**config.mk**
```make
export PLATFORM = sky130hd
export DESIGN_NAME = lsslc_ctrl
export DESIGN_NICKNAME = d
export VERILOG_FILES = /design/src/lsslc_ctrl.v /design/src/lsslc_fifo.v
export VERILOG_INCLUDE_DIRS = /design/src
export SDC_FILE = /design/constraint.sdc
export NUM_CORES = 1
export LEC_CHECK = 0
export ABC_AREA = 1
export BUFFER_PORTS_ARGS = -buffer_cell sky130_fd_sc_hd__buf_2
export CAP_MARGIN = 15
export CORE_MARGIN = 5
export CORE_UTILIZATION = 55
export DETAILED_ROUTE_END_ITERATION = 10
export PLACE_DENSITY = 0.75
export SYNTH_ARGS = -nofsm -noshare
export SYNTH_HDL_FRONTEND = slang
export SYNTH_HIERARCHICAL = 1
export SYNTH_SLANG_ARGS = --single-unit
```
**constraint.sdc**
```tcl
create_clock -name i_ref_clk -period 2.95 [get_ports i_ref_clk]
set_clock_uncertainty 0.05 [all_clocks]
set_input_delay 0.1475 -clock i_ref_clk [delete_from_list [all_inputs] [get_ports i_ref_clk]]
set_output_delay 0.1475 -clock i_ref_clk [all_outputs]
set_load 0.005 [all_outputs]
```
**src/lsslc_consts.vh**
```
// Constants for the sixteen-channel sink on/off control block.
// Assumes inclusion by bare name from design files in the same folder.
// Summary of operation
// - Force-off high turns every sink off
// - Force-off low: each sink follows latch bit
// - Undriven force-off defaults high, all off
// - Hold-release high: latch follows shift register
// - Hold-release low: latch keeps its contents
// - Shift clock edge moves bits toward MSB
// - Serial input loads into LSB each edge
// - Serial output shows MSB, updates on edges
// - Latch bit n drives sink channel n
// - Force-off pulse on-time error within 45 ns
// - Nine groups: 0, pairs k/16-k, 8
`ifndef LSSLC_CONSTS_VH
`define LSSLC_CONSTS_VH
`define LSSLC_CHANNELS      16
`define LSSLC_GROUPS        9
`define LSSLC_CLK_PERIOD_PS 4000
`define LSSLC_GROUP_STEP_PS 2000
`define LSSLC_ON_ERR_PS     45000
`define LSSLC_STEP_CYCLES   ((`LSSLC_GROUP_STEP_PS < `LSSLC_CLK_PERIOD_PS) ? 1 : (`LSSLC_GROUP_STEP_PS / `LSSLC_CLK_PERIOD_PS))
`define LSSLC_FIFO_WIDTH    16
`define LSSLC_FIFO_DEPTH    4
`endif

```
**src/lsslc_ctrl.v**
```verilog
// Top of the sink on/off control: shift register, hold latch, staggered
// outputs. Pins arrive asynchronous to i_ref_clk and are synchronised;
// the shift clock is sampled and its rising edge detected in-domain.
`timescale 1ns/1ps
`include "lsslc_consts.vh"
module lsslc_ctrl #(
  parameter CH   = `LSSLC_CHANNELS,
  parameter STEP = `LSSLC_STEP_CYCLES
) (
  input  wire          i_ref_clk,
  input  wire          i_rstn,
  input  wire          i_shift_clock,
  input  wire          i_serial_in,
  input  wire          i_hold_release,
  input  wire          i_force_off,
  input  wire          i_force_off_driven,
  output reg           o_serial_out,
  output reg  [CH-1:0] o_sink_channel,
  output reg           o_snap_dropped
);
  localparam ST_IDLE = 1'b0;
  localparam ST_STEP = 1'b1;

  reg  [2:0]    sclk_sync;
  reg  [1:0]    sin_sync;
  reg  [1:0]    hold_sync;
  reg  [1:0]    force_sync;
  reg  [1:0]    drv_sync;
  reg  [CH-1:0] shift_reg;
  reg  [CH-1:0] hold_latch;
  reg  [CH-1:0] target;
  reg  [CH-1:0] next_target;
  reg  [CH-1:0] applied;
  reg  [CH-1:0] next_applied;
  reg  [CH-1:0] last_sent;
  reg           state;
  reg  [3:0]    group_idx;
  reg  [7:0]    step_cnt;
  wire [CH-1:0] group_mask [0:`LSSLC_GROUPS-1];
  wire [CH-1:0] cur_mask;
  wire          sclk_rise;
  wire          force_eff;
  wire [CH-1:0] latch_next;
  wire [CH-1:0] gated;
  wire [CH-1:0] fifo_data;
  wire          fifo_valid;
  wire          fifo_ready;
  wire          snap_push;
  reg           fifo_take;
  genvar        gi;

  // First-stage flops read only by the next flop
  assign sclk_rise = sclk_sync[2] == 1'b0 && sclk_sync[1] == 1'b1 ? 1'b1
                                                                 : 1'b0;
  // Undriven pin reads high, as with the pull-up
  assign force_eff = force_sync[1] | ~drv_sync[1];
  // Transparent while high, hold while low
  assign latch_next = hold_sync[1] ? shift_reg : hold_latch;
  // Force-off blanks everything
  assign gated = force_eff ? {CH{1'b0}} : hold_latch;
  assign snap_push = (gated != last_sent);

  // Group table: 0 alone, pairs k and CH-k, then CH/2 alone
  // Wires, so the table holds from time zero without any trigger
  generate
    for (gi = 0; gi < `LSSLC_GROUPS; gi = gi + 1) begin : g_mask
      if (gi == 0) begin : g_first
        assign group_mask[gi] = {{(CH-1){1'b0}}, 1'b1};
      end else if (gi == `LSSLC_GROUPS - 1) begin : g_last
        assign group_mask[gi] = {{(CH-1){1'b0}}, 1'b1} << (CH/2);
      end else begin : g_pair
        assign group_mask[gi] = ({{(CH-1){1'b0}}, 1'b1} << gi) |
                                ({{(CH-1){1'b0}}, 1'b1} << (CH - gi));
      end
    end
  endgenerate

  assign cur_mask = group_mask[group_idx];

  always @(posedge i_ref_clk) begin
    if (!i_rstn) begin
      sclk_sync  <= 3'h0;
      sin_sync   <= 2'h0;
      hold_sync  <= 2'h0;
      force_sync <= 2'h3;
      drv_sync   <= 2'h0;
    end else begin
      sclk_sync  <= {sclk_sync[1:0], i_shift_clock};
      sin_sync   <= {sin_sync[0], i_serial_in};
      hold_sync  <= {hold_sync[0], i_hold_release};
      force_sync <= {force_sync[0], i_force_off};
      drv_sync   <= {drv_sync[0], i_force_off_driven};
    end
  end

  // Data path has no reset: contents start undefined
  always @(posedge i_ref_clk) begin
    if (sclk_rise) begin
      // Shift toward MSB, serial in to LSB
      shift_reg <= {shift_reg[CH-2:0], sin_sync[1]};
    end
    hold_latch <= latch_next;
  end

  // Serial out only moves with a shift edge
  always @(posedge i_ref_clk) begin
    if (!i_rstn) begin
      o_serial_out <= 1'b0;
    end else if (sclk_rise) begin
      o_serial_out <= shift_reg[CH-2];
    end
  end

  // Snapshots queue so a burst of up to 4 changes is not lost mid-stagger
  lsslc_fifo #(
    .WIDTH (CH),
    .DEPTH (`LSSLC_FIFO_DEPTH),
    .AW    (2)
  ) u_fifo (
    .i_ref_clk (i_ref_clk),
    .i_rstn    (i_rstn),
    .i_data    (gated),
    .i_valid   (snap_push),
    .o_ready   (fifo_ready),
    .o_data    (fifo_data),
    .o_valid   (fifo_valid),
    .i_ready   (fifo_take)
  );

  always @(posedge i_ref_clk) begin
    if (!i_rstn) begin
      last_sent      <= {CH{1'b0}};
      o_snap_dropped <= 1'b0;
    end else begin
      if (snap_push & fifo_ready) begin
        last_sent <= gated;
      end
      // Full queue stalls the push; flagged for observation only
      o_snap_dropped <= snap_push & ~fifo_ready;
    end
  end

  always @* begin
    fifo_take    = 1'b0;
    next_target  = target;
    next_applied = applied;
    case (state)
      ST_IDLE: begin
        fifo_take = fifo_valid;
        if (fifo_valid) begin
          next_target = fifo_data;
        end
      end
      ST_STEP: begin
        if (step_cnt == 8'h00) begin
          // One group per step, channel n from bit n
          next_applied = (applied & ~cur_mask) |
                         (target & cur_mask);
        end
      end
      default: begin
        fifo_take = 1'b0;
      end
    endcase
  end

  // Whole stagger spans 8 x STEP + 1 cycles, under the error bound
  always @(posedge i_ref_clk) begin
    if (!i_rstn) begin
      state          <= ST_IDLE;
      target         <= {CH{1'b0}};
      applied        <= {CH{1'b0}};
      group_idx      <= 4'h0;
      step_cnt       <= 8'h00;
      o_sink_channel <= {CH{1'b0}};
    end else begin
      target         <= next_target;
      applied        <= next_applied;
      o_sink_channel <= next_applied;
      case (state)
        ST_IDLE: begin
          if (fifo_valid) begin
            state     <= ST_STEP;
            group_idx <= 4'h0;
            step_cnt  <= 8'h00;
          end
        end
        ST_STEP: begin
          if (step_cnt != 8'h00) begin
            step_cnt <= step_cnt - 8'h01;
          end else if (group_idx == `LSSLC_GROUPS - 1) begin
            state <= ST_IDLE;
          end else begin
            group_idx <= group_idx + 4'h1;
            step_cnt  <= STEP[7:0] - 8'h01;
          end
        end
        default: begin
          state <= ST_IDLE;
        end
      endcase
    end
  end
endmodule

```
**src/lsslc_fifo.v**
```verilog
// Small synchronous FIFO carrying latch snapshots to the output stagger.
// Assumes a single clock and a synchronous active-low reset.
`timescale 1ns/1ps
module lsslc_fifo #(
  parameter WIDTH = 16,
  parameter DEPTH = 4,
  parameter AW    = 2
) (
  input  wire             i_ref_clk,
  input  wire             i_rstn,
  input  wire [WIDTH-1:0] i_data,
  input  wire             i_valid,
  output wire             o_ready,
  output wire [WIDTH-1:0] o_data,
  output wire             o_valid,
  input  wire             i_ready
);
  reg [WIDTH-1:0] mem [0:DEPTH-1];
  reg [AW-1:0]    wr_ptr;
  reg [AW-1:0]    rd_ptr;
  reg [AW:0]      count;
  wire            do_wr;
  wire            do_rd;
  integer         k;

  assign o_ready = (count != DEPTH[AW:0]);
  assign o_valid = (count != {(AW+1){1'b0}});
  assign o_data  = mem[rd_ptr];
  assign do_wr   = i_valid & o_ready;
  assign do_rd   = o_valid & i_ready;

  always @(posedge i_ref_clk) begin
    if (!i_rstn) begin
      wr_ptr <= {AW{1'b0}};
      rd_ptr <= {AW{1'b0}};
      count  <= {(AW+1){1'b0}};
      for (k = 0; k < DEPTH; k = k + 1) begin
        mem[k] <= {WIDTH{1'b0}};
      end
    end else begin
      if (do_wr) begin
        mem[wr_ptr] <= i_data;
        wr_ptr      <= (wr_ptr == DEPTH[AW-1:0] - 1'b1) ? {AW{1'b0}}
                                                       : wr_ptr + 1'b1;
      end
      if (do_rd) begin
        rd_ptr <= (rd_ptr == DEPTH[AW-1:0] - 1'b1) ? {AW{1'b0}}
                                                  : rd_ptr + 1'b1;
      end
      if (do_wr & ~do_rd) begin
        count <= count + 1'b1;
      end else if (do_rd & ~do_wr) begin
        count <= count - 1'b1;
      end
    end
  end
endmodule

```
### Word level (Yosys, flattened, before mapping)

Memory sizes are Yosys's and may differ from the RTL's. A register that Yosys moved wholly into a read port is not among the register bits.
Index checks and enable logic that the tools add are counted.

* $add $sub $neg: 6
* multiply operators: 0
* divide/modulo/power cells: 0
* magnitude comparators: 1
* equality and inequality tests: 9
* shifts and indexed selects: 0
* mux-type cells: 28
* bitwise gates (word level): 17
* reductions and logical operators: 11

Operators by type and width (number)
* $mux 16: 4
* $and 16x16->16: 2
* $mux 8: 3
* $ne 16x16->1: 1
* $not 16->16: 1
* $or 16x16->16: 1
* $pmux 8 s2: 1
* $reduce_or 16->1: 1
* $mux 4: 3
* $mux 1: 10
* $logic_not 8->1: 1
* $pmux 4 s2: 1
* $reduce_bool 8->1: 1
* $sub 8x1->8 const B: 1
* $mux 2: 3
* $mux 3: 2
* $ne 2x2->1 const B: 3
* $ne 3x3->1 const B: 2
* $not 1->1: 6
* $reduce_and 2->1: 3
* $and 1x1->1: 5
* $ge 5x5->1 const B: 1
* $not 4->5: 1
* $add 2x1->2 const B: 2
* other kinds (12): 13

* flip-flop bits (word level): 97
* latch bits: 0
* RAM bits: 64
* bits in read-only memories: 256
* bits of input ports: 7
* logic and storage cells: 91
* memories: 2

Memories
* (name not given): words 16, bits a word 16, read ports 1, clocked after memory_dff 0, write ports 0, line lsslc_ctrl.v:78 `assign cur_mask = group_mask[group_idx];`
* u_fifo.mem: words 4, bits a word 16, read ports 1, clocked after memory_dff 1, write ports 4, line lsslc_fifo.v:18 `reg [WIDTH-1:0] mem [0:DEPTH-1];`

### Depth between registers and ports, before layout

Gate-level depths: netlist (run 1).

* depth in word-level cells: 10
* gate-level depth with buffers: 23
* mapped depth without buffers: 20

### Modules after synthesis

Netlist (run 1), hierarchy kept.

By module, submodules not included
* lsslc_ctrl: instances 1, cells each 550, area an instance 4458.0 µm²
* lsslc_fifo: instances 1, cells each 303, area an instance 3509.6 µm²

### Least setup slack after synthesis (run 1)

OpenSTA, ideal clock, no wires.

* path kind: register to register
* start: reg drv_sync[1]
* end: mem u_fifo.mem[0][0], enable pin
* setup time: 0.411 ns
* data arrival time: 2.615 ns
* required time: 2.489 ns
* slack: -0.126 ns
* cell stages (with the launch flop): 14
* clock period less this slack: 3.076 ns
* cell sequence: dfxtp_1 > buf_6 > inv_4 > nor2_4 > buf_6 > nand3b_1 > nand2_1 > nor2_1 > nand2_1 > nor2_2 > nand2_4 > buf_6 > nand4_4 > o21ai_0

RTL lines
* from (decl): line lsslc_ctrl.v:28 `reg [1:0] drv_sync;`
* from (signal assigned): line lsslc_ctrl.v:92 `drv_sync <= {drv_sync[0], i_force_off_driven};`
* to (decl): line lsslc_fifo.v:18

### Worst setup path in the final report (run 1)

* start: reg drv_sync[1]
* end: reg u_fifo.count[2]

* longest elaborated chain between the ends: 8

RTL lines
* $not 1->1 (*): line lsslc_ctrl.v:56 `assign force_eff = force_sync[1] | ~drv_sync[1];`
* $or 1x1->1 (*): line lsslc_ctrl.v:56
* $mux 16 (*): line lsslc_ctrl.v:60 `assign gated = force_eff ? {CH{1'b0}} : hold_latch;`
* via gated[5]: line lsslc_ctrl.v:44 `wire [CH-1:0] gated;`
* $ne 16x16->1 (*): line lsslc_ctrl.v:61 `assign snap_push = (gated != last_sent);`
* $and 1x1->1 (*): line lsslc_fifo.v:29 `assign do_wr = i_valid & o_ready;`
* via u_fifo.do_wr: line lsslc_fifo.v:22 `wire do_wr;`
* $not 1->1: line lsslc_fifo.v:52 `end else if (do_rd & ~do_wr) begin`
* $and 1x1->1: line lsslc_fifo.v:52
* $reduce_bool 2->1 (no line)
* to (signal assigned): line lsslc_fifo.v:36 `count <= {(AW+1){1'b0}};`
* to (signal assigned): line lsslc_fifo.v:51 `count <= count + 1'b1;`
* to (signal assigned): line lsslc_fifo.v:53 `count <= count - 1'b1;`
* to (decl): line lsslc_fifo.v:21 `reg [AW:0] count;`

Mark *: on every way through the listed nets, which the timed path passes. The rest lies on a longest branch.
A chain may end at the register's enable or synchronous reset.

==> results of run 1 <==
Yosys cell counts, types with 2 or more instances:
cell	number	area, sq um
a21oi_1	24	120
buf_1	2	7.51
buf_2	4	20.0
buf_6	11	124
clkbuf_1	16	60.1
clkinv_1	2	7.51
dfxtp_1	83	1660
edfxtp_1	96	2880
ha_1	11	138
inv_1	101	379
inv_2	2	7.51
nand2_1	135	507
nand2_4	2	22.5
nand3_1	39	195
nand3_2	4	40.0
nand4_1	8	50.1
nand4_4	2	42.5
nor2_1	153	574
nor2_2	9	56.3
nor3_1	11	55.1
nor3_2	38	380
nor3_4	2	32.5
o21ai_0	64	320
o22ai_1	17	106
or2_2	2	12.5
xor2_1	2	17.5
routing by layer:
metal,GRT usage,vias to the layer above,share of wire
met2,0.324,109,0.48
met5,0,-,0
met4,0.0672,0,0.019
li1,-,2851,-
met3,0.0536,24,0.045
met1,0.248,2602,0.45
final timing paths:
kind | startpoint | endpoint | cells after the start
max | drv_sync[1]$_SDFF_PN0_ | u_fifo/count[2]$_SDFFE_PN0P_ | 20
min reg2reg | sclk_sync[0]$_SDFF_PN0_ | sclk_sync[1]$_SDFF_PN0_ | 2
max reg2reg | drv_sync[1]$_SDFF_PN0_ | u_fifo/count[2]$_SDFFE_PN0P_ | 20
min | i_rstn | drv_sync[0]$_SDFF_PN0_ | 3
final cells by class:
| cell class | instances | area share |
|---|---|---|
| well taps | 184 | 0.0259 |
| repair buffers | 46 | 0.0354 |
| clock inverters | 14 | 0.0209 |
| clock buffers | 18 | 0.0483 |
| inverters | 107 | 0.0464 |
| flip-flops and latches | 179 | 0.512 |
| multi-input cells | 531 | 0.311 |
stage by stage:
step	cell area [sq um]	util
2_1_floorplan	7970	-
3_3_place_gp	8210	0.571
3_5_place_dp	8210	0.571
4_1_cts	8870	0.618
5_1_grt	8880	0.618
6_report	8880	0.618
critical path, stage by stage, from the launching register on:
cell and delay [ps]:
dfxtp_1 380, buf_6 190, nand2_1 100, nor2_1 150, nand2_1 60, nand2_1 50, nor2_1 30, nand2_1 60
nor2_2 50, nand2_4 150, nand2_1 110, inv_1 110, ha_1 170, inv_1 70, fa_1 430, inv_1 60
nand2_1 40, nand3_1 80, nand2_1 60, nand2_1 50, nor2_1 40
kinds of logic after synthesis:
kind of cell / count (synthesis)
compound gates: 106
xor+xnor: 2
fa+ha+maj: 12
buf+inv: 143
flops: 179
simple gates: 411
where the power goes:
group          switching [mW]  internal, mW  total (mW)  leakage (nW)
logic                    1.96         0.879        2.84          1.78
clock network           0.922          1.41        2.33         0.286
registers               0.257          3.23        3.49          1.64
repair_timing:
action,CTS,global route
hold buffers,5,0
setup endpoints to repair,0,1
resized for setup,0,2
hold endpoints to repair,5,0
==> impl_summary.md, run 1 <==
Status
The run finished with clean final reports.

Synthesis
The most used flip-flop cell after synthesis is edfxtp_1. For this run, the register share of the synthesized area comes to 0.570. After synthesis, the share of cell area in mux cells is 0. Of all flip-flops after synthesis, the portion carrying an async set or reset was 0.

After synthesis the netlist holds a flip-flop and latch count of 179. Of the total synthesized cell area, the portion taken by full adders, half adders and majority gates is 0.0198. The share of synthesized cell area in and, or, nand and nor gates is 0.256. The number of unique standard cell types used by synthesis is 39. For this run, the number of Yosys warnings is 6. The cell area after synthesis is 7970 sq um. The synthesized area per cell is 9.34 sq um. The combinational family with the most area after synthesis is simple AND/OR/NAND/NOR gates.

The synthesized design contains 96 enable-type register cells. Counting every net in the synthesized netlist gives 872. Of the total synthesized cell area, the portion taken by XOR and XNOR cells is 0.00220.

Synthesis produced 853 cells. The fraction of the mapped netlist area in compound gates was 0.0696.

STA
For the final routed database, the setup TNS stands at 0 ps. The worst path setup slack after routing is 324 ps. In the finished design, the share of the clock period the worst path needs comes to 0.890. The worst slew margin relative to its limit is 0.382. Setup repair after global routing left no endpoint under its margin. At the pin with the least slew margin, the transition time is 926 ps. The clock period could shrink to 2630 ps. Static timing analysis puts the maximum clock frequency at 381 MHz. The final hold slack is 179 ps.

The final number of max-transition violations is 0. The final-report setup violation count is 0. The hold violation total from the final report was 0.

Floorplan
In this run the standard cell core region covers 14,400 sq um. The placement row count is 44. The die area is 17,000 sq um. The overall die height is 130 um. The starting density of the core is 0.555. The count of pins on the block boundary is 25.

In this run the horizontal extent of the chip is 130 um.

Final layout
0 antenna diodes ended up in the layout. The proportion of layout cells with a drive suffix above 1 is 0.154. In the final layout, the multi-input gates occupy 2770 sq um. The count of placed standard cells in the final layout, fillers left out is 1,079.

The register area is 4540 sq um. The most frequent standard cell in the layout excluding fill and tap cells is nor2_1. Relative to the synthesized area, the layout overhead comes to 11.5%.

In the layout the commonest cells are nor2_1, nand2_1, inv_1. At the end of the flow, the number of nets in the layout was 901. After filler insertion, the fill cell instance count of the layout stands at 1,184.

Clock network
The number of buffers inserted by post-CTS setup repair is 0. The H-tree was split into 4 levels. The CTS tree is built. The longest clock path from root to sink contains 2 buffers. Counting every sink on the clock net gives 179. The clock input transition at the sequential cells of the worst setup and hold paths is 60 ps. The clock latency of the later-clocked register in the worst-skew pair is 430 ps. Counting the buffers created by CTS gives 17.

The tree is rooted in a clkbuf_16.

Place
The port buffer count is 24. After detailed placement, the design holds a cell count of 1,042. The placer congestion estimate is 0.826. Before CTS, the worst setup slack after placement is 296 ps. After legalization and detailed placement, the total HPWL measured 9720 um.

Worst setup path
At the worst endpoint, the arrival time is 2900 ps. The critical path startpoint category is a register. The required time of the critical path is 3220 ps.

The worst setup path is of the register to register kind. Along the worst path, the maximum fanout reaches 15. For flop-to-flop paths, the worst setup slack is 320 ps. STA classifies the critical path endpoint as a register.

Global routing
The initial antenna violation count is 0. Global routing finished with a remaining overflow of 0. The number of global-route vias before repair is 5,424. Entering global routing, the biggest net connects 54 pins. The first global-routing pass estimated 26,000 um of wire. The aggregate global-route resource usage is 0.195.

Detailed routing
The antenna violation net count after detailed routing is 0. The routed via count is 5,586. After the first detailed-routing iteration, the DRC count stood at 385. The per-cell via count in the routed design is 5.18. The DRC violation count after routing is 0. For this run, the detailed router's first-pass iteration total came to 5. The average wire per standard cell is 14.3 um. The wire length reported by the detailed router is 15,500 um.

Run
Across the run, the number of max-cap violations was 0.

Power
The leakage power is 3.71 nW. VDD sags by at most 712 uV. For this design the ratio of total power to cell area is 976 nW/um^2. The total design power is 8.66 mW.

Worst hold path
The path category of the worst min-delay check is input port to register.
(Power assumes the default switching activity.)
==> inputs of run 2 (changes only) <==
Settings changed: CORE_UTILIZATION 55 to 50, PLACE_DENSITY 0.75 to 0.69.
==> run 2 against run 1 <==
Compared with the run above:
- maximum frequency is 0.86% lower
- count of clock-buffer cells in the layout is 2 higher
- design area is 0.41% higher
- clock power is 9.0% lower
- non-clock buffer count is 9 higher
- die area is 9.2% higher
- core utilization is 5.3 points lower
- combinational power is 2% higher
- register-to-register slack worse by 20 ps
- sequential power hardly changed
- largest power group unchanged
==> impl_summary.md, run 2 (same netlist as run 1, synthesis figures left out) <==
Worst setup path
The number of buffer and inverter stages on the critical path is 4. The worst setup path is of the register to register kind. The length in cells of the worst reg-to-reg path is 20. On the worst path, the slowest cell contributes a delay of 440 ps. The critical path startpoint category is a register. The internal reg-to-reg setup slack is 300 ps. On the critical path the largest part of the delay comes from simple AND/OR/NAND/NOR gates. The startpoint identified for the worst register-to-register timing path is drv_sync[1]$_SDFF_PN0_. The endpoint arrival time on the critical path is 2930 ps. Walking the worst path, the cells encountered are buf_4 -> nand2_1 -> nor2_1 -> nand2_1 -> nand2_1 -> nor2_1 -> nand2_1 -> nor2_2 -> nand2_4 -> nand2_1 -> inv_1 -> ha_1 -> inv_1 -> fa_1 -> inv_1 -> nand2_1 -> nand3_1 -> nand2_1 -> nand2_1 -> nor2_1.

The required time of the critical path is 3230 ps. The worst register-to-register path ends at u_fifo/count[2]$_SDFFE_PN0P_. The master of the slowest instance on the critical path is fa_1.

The most numerous cell type found on the critical path is nand2_1. The worst-path maximum fanout is 9. The worst setup path is captured at a register.

Global routing
Summed over all layers, the global routing overflow is 0. The initial antenna violation count is 0. The global-route wire length before repair is 26,800 um. The maximum number of pins on one net before global-route repair is 41.

The number of global-route vias before repair was 5,357. For this run, the total global-route usage over all layers was measured as 0.186.

Clock network
The buffer type at the clock tree root is clkbuf_16. The clock drives 179 sinks. The clock input transition at the sequential cells of the worst setup and hold paths is 70 ps. The maximum clock insertion buffer count is 2. The clock tree synthesis step divided the H-tree into 4 levels. The CTS tree is built.

Buffers inserted during clock tree synthesis total 17. The clock latency of the later-clocked register in the worst-skew pair is 440 ps.

STA
The worst slew margin relative to its limit is 0.382. For the finished layout, the period the worst path requires is 2650 ps. The period utilization is 0.898.

The peak clock frequency supported by timing is 378 MHz. The transition time at the pin with the least slew margin is 927 ps. The final number of max-transition violations came to 0. The hold violation total from the final report was 0. Setup violations remaining at the end of the flow were counted as 0. Setup repair after global routing left no endpoint under its margin.

Place
Detailed placement finished with a half-perimeter wire length of 10,700 um. The post-detailed-placement cell area is 8270 sq um. The placer congestion estimate is 0.879. The port buffer count is 24.

Final layout
The number of antenna repair diodes is 0. With fillers left out, the area of the finished cells amounts to 8920 sq um. In the layout the commonest cells are nor2_1, nand2_1, inv_1. Relative to the synthesized area, the layout overhead comes to 11.9%. The net count of the finished layout is 910. The library cell used most frequently in the layout, excluding fill and tap cells, is nor2_1. The proportion of layout cells with a drive suffix above 1 is 0.165. At the end of the flow the core is filled with cells to 0.565.

Detailed routing
The antenna violation net count after detailed routing is 0. Dividing the detail-routed via count by the number of cells gives 5.05. Dividing the detail-routed wire length by the instance count gives 14.4 um. The number of design-rule violations left by the first detailed-router iteration is 365. The DRC violation count after routing is 0. After detailed routing, the total wire length is 16,100 um.

For this run, the detailed router's first-pass iteration total came to 5. The routed layout has 5,660 vias.

Floorplan
The starting density of the core is 0.505. The die area is 18,600 sq um. The count of pins on the block boundary is 25.

The area of the core is 15,800 sq um. Row generation in the floorplan step produced 46 rows. The die width is 136 um.

The overall die height is 136 um.

Worst hold path
The end point of the worst hold path is last_sent[10]$_SDFFE_PN0P_. The cell depth of the worst min-delay path is 3. The worst hold path begins at i_rstn.

The worst hold path belongs to the class input port to register.

Power
The leakage power is 3.73 nW. The worst-case IR drop observed on VDD is 477 uV. The total power divided by cell area is 954 nW/um^2.

Status
The run finished with clean final reports.

Run
The number of max-cap violations is 0.
==> run 2: report_power, final <==
group / total [mW] / switching [mW] / internal (mW)
Sequential: 3.50 / 0.269 / 3.23
Clock: 2.12 / 0.977 / 1.14
Combinational: 2.89 / 1.96 / 0.924
Total: 8.50 / 3.21 / 5.30
==> run 2: layer usage <==
layer  vias to the layer above  wire [um]  track usage  share of wire
met3                        28        665       0.0352          0.041
li1                       2865          -            -              -
met5                         -          0            0              0
met1                      2646       7240        0.234           0.45
met4                         0        366       0.0840          0.023
met2                       121       7840        0.310           0.49
==> run 2: worst max path at each step <==
stage                            from                        endpoint  slack (ps)  cells past startpoint
2_1_floorplan  drv_sync[1]$_SDFF_PN0_  u_fifo/mem[0][0]$_SDFFCE_PN0P_        -130                     13
3_3_place_gp   drv_sync[1]$_SDFF_PN0_    u_fifo/count[2]$_SDFFE_PN0P_         170                     20
3_5_place_dp   drv_sync[1]$_SDFF_PN0_    u_fifo/count[2]$_SDFFE_PN0P_          60                     20
4_1_cts        drv_sync[1]$_SDFF_PN0_    u_fifo/count[2]$_SDFFE_PN0P_           6                     19
5_1_grt        drv_sync[1]$_SDFF_PN0_    u_fifo/count[2]$_SDFFE_PN0P_          10                     20
6_report       drv_sync[1]$_SDFF_PN0_    u_fifo/count[2]$_SDFFE_PN0P_         300                     20
==> run 2: layout make-up <==
type	instances	area (sq um)
sequential	179	4550
clock inverter	12	92.6
clock buffer	20	458
fill	1400	6850
timing repair buffer	55	365
multi-input combinational	531	2770
tap	216	270
inverter	107	412
==> run 2: through the flow <==
step / setup slack (ps) / total power, mW / setup TNS, ps / instances / hold slack, ps
after CTS: 6.35 / 8.51 / 0 / 1115 / 78.8
final: 302 / 8.50 / 0 / 1120 / 90.1
after detailed placement: 62.4 / 6.37 / 0 / 1078 / 286
after global placement: 167 / 6.33 / 0 / 1078 / 277
after floorplan: -126 / 5.72 / -5780 / 853 / 195
after global routing: 9.98 / 9.12 / 0 / 1120 / 107
==> run 2: timing repair <==
action / in CTS / in global routing
endpoints found under the setup margin: 0 / 2
hold buffers: 5 / 0
resized for setup: 0 / 5
buffers inserted: 0 / 5
endpoints found under the hold margin: 5 / 0
==> run 2: tightest hold or removal path, stage by stage <==
cell and delay (ps):
buf_2 240, nand2_1 120, nor2_1 30
==> inputs of run 3 (changes only) <==
Settings changed: ABC_AREA 1 to not set, SYNTH_HIERARCHICAL 1 to not set.
==> run 3 against run 2 <==
Compared with the run above:
- worst setup slack worse by 74 ps
- worst hold slack improved by 270 ps
- register-to-register slack worse by 70 ps
- count of clock-buffer cells in the layout rose by 2
- combinational power is 45% lower
- non-clock buffer count shrank 8
- area after synthesis is 4.3% lower
- largest power group unchanged
- power shrank 19%
- synthesized cell count down 24%
- design area is 2.8% lower
==> impl_summary.md, run 3 <==
Synthesis
Averaged over all synthesized cells, the footprint is 11.7 sq um. During synthesis, Yosys emitted a total of 0 warnings. The cell type with the highest aggregate area in the netlist is edfxtp_1.

The number of flops mapped to enable cells by yosys is 96. Counting flops with an async set or reset pin after synthesis yields a share of 0. The cell area after synthesis is 7630 sq um. The share of synthesized area in the top cell type comes to 0.378. The post-synthesis sequential area ratio is 0.591. The most used flip-flop cell after synthesis is edfxtp_1. By area the synthesized netlist is led by edfxtp_1, dfxtp_1, mux4_2. Ranked by instance count, the synthesized netlist is headed by edfxtp_1, nand2_1, dfxtp_1. Synthesis produced a netlist whose cell count is 652.

The total nets after synthesis is 671. Yosys instantiated no cell more often than edfxtp_1. In this run, synthesis produced a sequential element count of 177. The number of unique standard cell types used by synthesis is 50.

Clock network
The number of buffers added by the clock tree synthesis step is 17. Clock latency on the worst-skew pair, taken at its later pin, is 430 ps. The clock tree synthesis step divided the H-tree into 4 levels. The CTS tree is built. Clock tree synthesis selected as its root buffer the cell clkbuf_16. Clock-pin slew was measured on the worst setup and hold paths at 60 ps. The clock sink count is 177.

The longest clock path from root to sink contains 2 buffers.

Worst setup path
The critical path startpoint category is a register. STA puts the critical path data required time at 3250 ps. The critical path is of the register to register type. Along the worst path, the maximum fanout reaches 5.

The master of the slowest instance on the critical path is or4bb_1. The endpoint arrival time on the critical path is 3020 ps. The peak per-stage delay on the critical path is 500 ps.

Counting cells, the worst reg-to-reg path comes to 10. The critical path goes through or4bb_1 -> o32a_1 -> a32oi_2 -> a41oi_2 -> ha_1 -> inv_1 -> fa_1 -> xor2_1 -> or3_1 -> a21boi_0. The worst setup path is captured at a register.

Place
Once detailed placement completed, the half-perimeter wirelength came to 10,200 um. The count of buffers added on input and output ports is 24. At the end of routability-driven placement, the weighted congestion stood at 0.840.

The cell count after placement is 838.

Power
The cell-internal power is 4.89 mW. Summed over all nets, the switching power comes to 2.04 mW. Across the VDD grid, the largest voltage drop is 478 uV. The proportion of power drawn by combinational gates is 0.231. Of the total power, the share spent switching nets is 0.294.

The total power divided by cell area is 799 nW/um^2. The share of total power dissipated in the clock network is 0.335. The leakage power is 2.98 nW. The part of the power in registers is 0.435.

Global routing
The overall overflow remaining after global route is 0. The initial antenna violation count came to 0. The aggregate global-route resource usage is 0.179.

The number of global-route vias before repair is 4,876. The first global-routing pass estimated 25,000 um of wire. Entering global routing, the biggest net connects 103 pins.

STA
Setup violations remaining at the end of the flow were counted as 0. The peak clock frequency supported by timing is 367 MHz. Setup repair after global routing left no endpoint under its margin. The time the final worst path needs with I/O delays and setup is 2720 ps. The hold violation total from the final report came to 0. The worst slew margin relative to its limit is 0.382.

The final number of max-transition violations was 0. At the pin with the least slew margin, the transition time is 927 ps. The period utilization is 0.923.

Worst hold path
The cell depth of the worst min-delay path is 0. The path class of the tightest hold or removal check is register to register.

Floorplan
The die is 134 um tall. After floorplanning, the core was sized to cover 15,100 sq um. The starting density of the core is 0.505. During I/O placement, the number of pins put on the boundary was 25. The die width is 134 um. The die area is 17,800 sq um. The placement row count is 45.

Detailed routing
Dividing the detail-routed wire length by the instance count gives 17.2 um. The detail route stage leaves a number of antenna-violating nets equal to 0. After detailed routing, the total wire length is 15,000 um. For this block, the initial DRC count from the detailed router was 297. The per-cell via count in the routed design is 5.56. After detailed routing, the number of remaining DRC violations is 0. The final route contains 4,872 vias. The total iterations of the first detailed-routing run is 4.

Final layout
Compared with the post-synthesis result, the final layout area differs by 13.7%. Of the cells placed in the final design, the portion with a size suffix greater than 1 is 0.158. In the layout the commonest cells are edfxtp_1, nand2_1, dfxtp_1. Excluding fillers, the count of instances in the completed layout stands at 876. The register area is 4500 sq um. The multi-input combinational cells in the finished layout cover a total of 2940 sq um. The net count of the finished layout is 694.

The number of filler cells placed in the layout is 1,186. The number of flip-flops in the largest register is 64. The number of antenna repair diodes is 0. Ranked by flip-flop count, first place goes to u_fifo.mem. Once layout is complete, the utilization of the core stands at 0.575. The most frequent standard cell in the layout excluding fill and tap cells is edfxtp_1.

Run
The number of max-cap violations is 0.

Status
The flow ran to the end, and the final reports show no timing, DRC or antenna violations.
run 3: changes by cell type after synthesis, moves of 24 or more:
cell      change
o21ai_0      -51
nor3_2       -38
nand2_1      -47
a21boi_0     +24
nor2_1      -129
nor3_1       +58
mux2i_1      +33
inv_1        -91
run 3: metrics by stage:
step                setup TNS, ps  area (sq um)  power [mW]  hold slack [ps]  setup WS [ps]
finish                          0          8670        6.92              361            227
detailed placement              0          7980        4.66              288            122
global route                    0          8670        7.30              373           1.16
global placement                0          7980        4.59              285            225
CTS                             0          8650        6.97              360           98.8
floorplan                  -43430          7630        4.30              199           -679
run 3: final cells by class:
| class | count | share of cell area |
|---|---|---|
| tap | 188 | 0.0271 |
| clock inverter | 10 | 0.0136 |
| multi-input combinational | 422 | 0.339 |
| inverter | 10 | 0.00433 |
| sequential | 177 | 0.520 |
| timing repair buffer | 47 | 0.0381 |
| clock buffer | 22 | 0.0585 |
run 3: power groups by stage:
stage | sequential (mW) | clock (mW) | combinational [mW]
finish | 3.01 | 2.32 | 1.60
global route | 3.04 | 2.48 | 1.78
CTS | 3.01 | 2.36 | 1.60
detailed placement | 3.06 | 0 | 1.60
global placement | 3.04 | 0 | 1.55
floorplan | 2.97 | 0 | 1.33
run 3: routing by layer:
metal	part of all wire	wire length (um)	GRT usage	vias to the layer above
met5	0	0	0	-
met4	0.018	276	0.0726	0
met3	0.034	517	0.0385	21
met2	0.49	7330	0.294	98
met1	0.46	6900	0.231	2348
li1	-	-	-	2405
run 3: kinds of logic (layout without fill, tap and decap cells):
group | count (synthesis) | after routing | share of synthesized area
and+or+nand+nor | 287 | 287 | 0.192
DFF | 177 | 177 | 0.591
AOI/OAI and AO/OA | 60 | 60 | 0.0582
buffers and inverters | 53 | 89 | 0.0315
muxes | 50 | 50 | 0.0920
xor gates and xnor gates | 13 | 13 | 0.0149
adders and majority gates | 12 | 12 | 0.0207
run 3: repair_timing:
item | 4_1_cts | 5_1_grt
resized for setup | 0 | 4
endpoints found under the setup margin | 0 | 1
hold endpoints to repair | 5 | 0
buffers inserted | 0 | 1
hold buffers | 5 | 0
run 3: final timing paths:
path	start	endpoint	slack, ps
min	sin_sync[1]$_SDFF_PN0_	shift_reg[0]$_DFFE_PP_	360
min reg2reg	sin_sync[1]$_SDFF_PN0_	shift_reg[0]$_DFFE_PP_	360
max	hold_latch[0]$_DFFE_PP_	u_fifo.count[2]$_SDFFE_PN0P_	230
max reg2reg	hold_latch[0]$_DFFE_PP_	u_fifo.count[2]$_SDFFE_PN0P_	230
run 3: critical path, delay by kind of cell, from the launching register on:
| kind | cells | cell delay, ps |
|---|---|---|
| AO/OA/AOI/OAI | 4 | 720 |
| XOR/XNOR | 1 | 80 |
| adder cells (fa/ha/maj) | 2 | 420 |
| buffers and inverters | 1 | 80 |
| flip-flops | 1 | 480 |
| AND/OR/NAND/NOR | 2 | 830 |
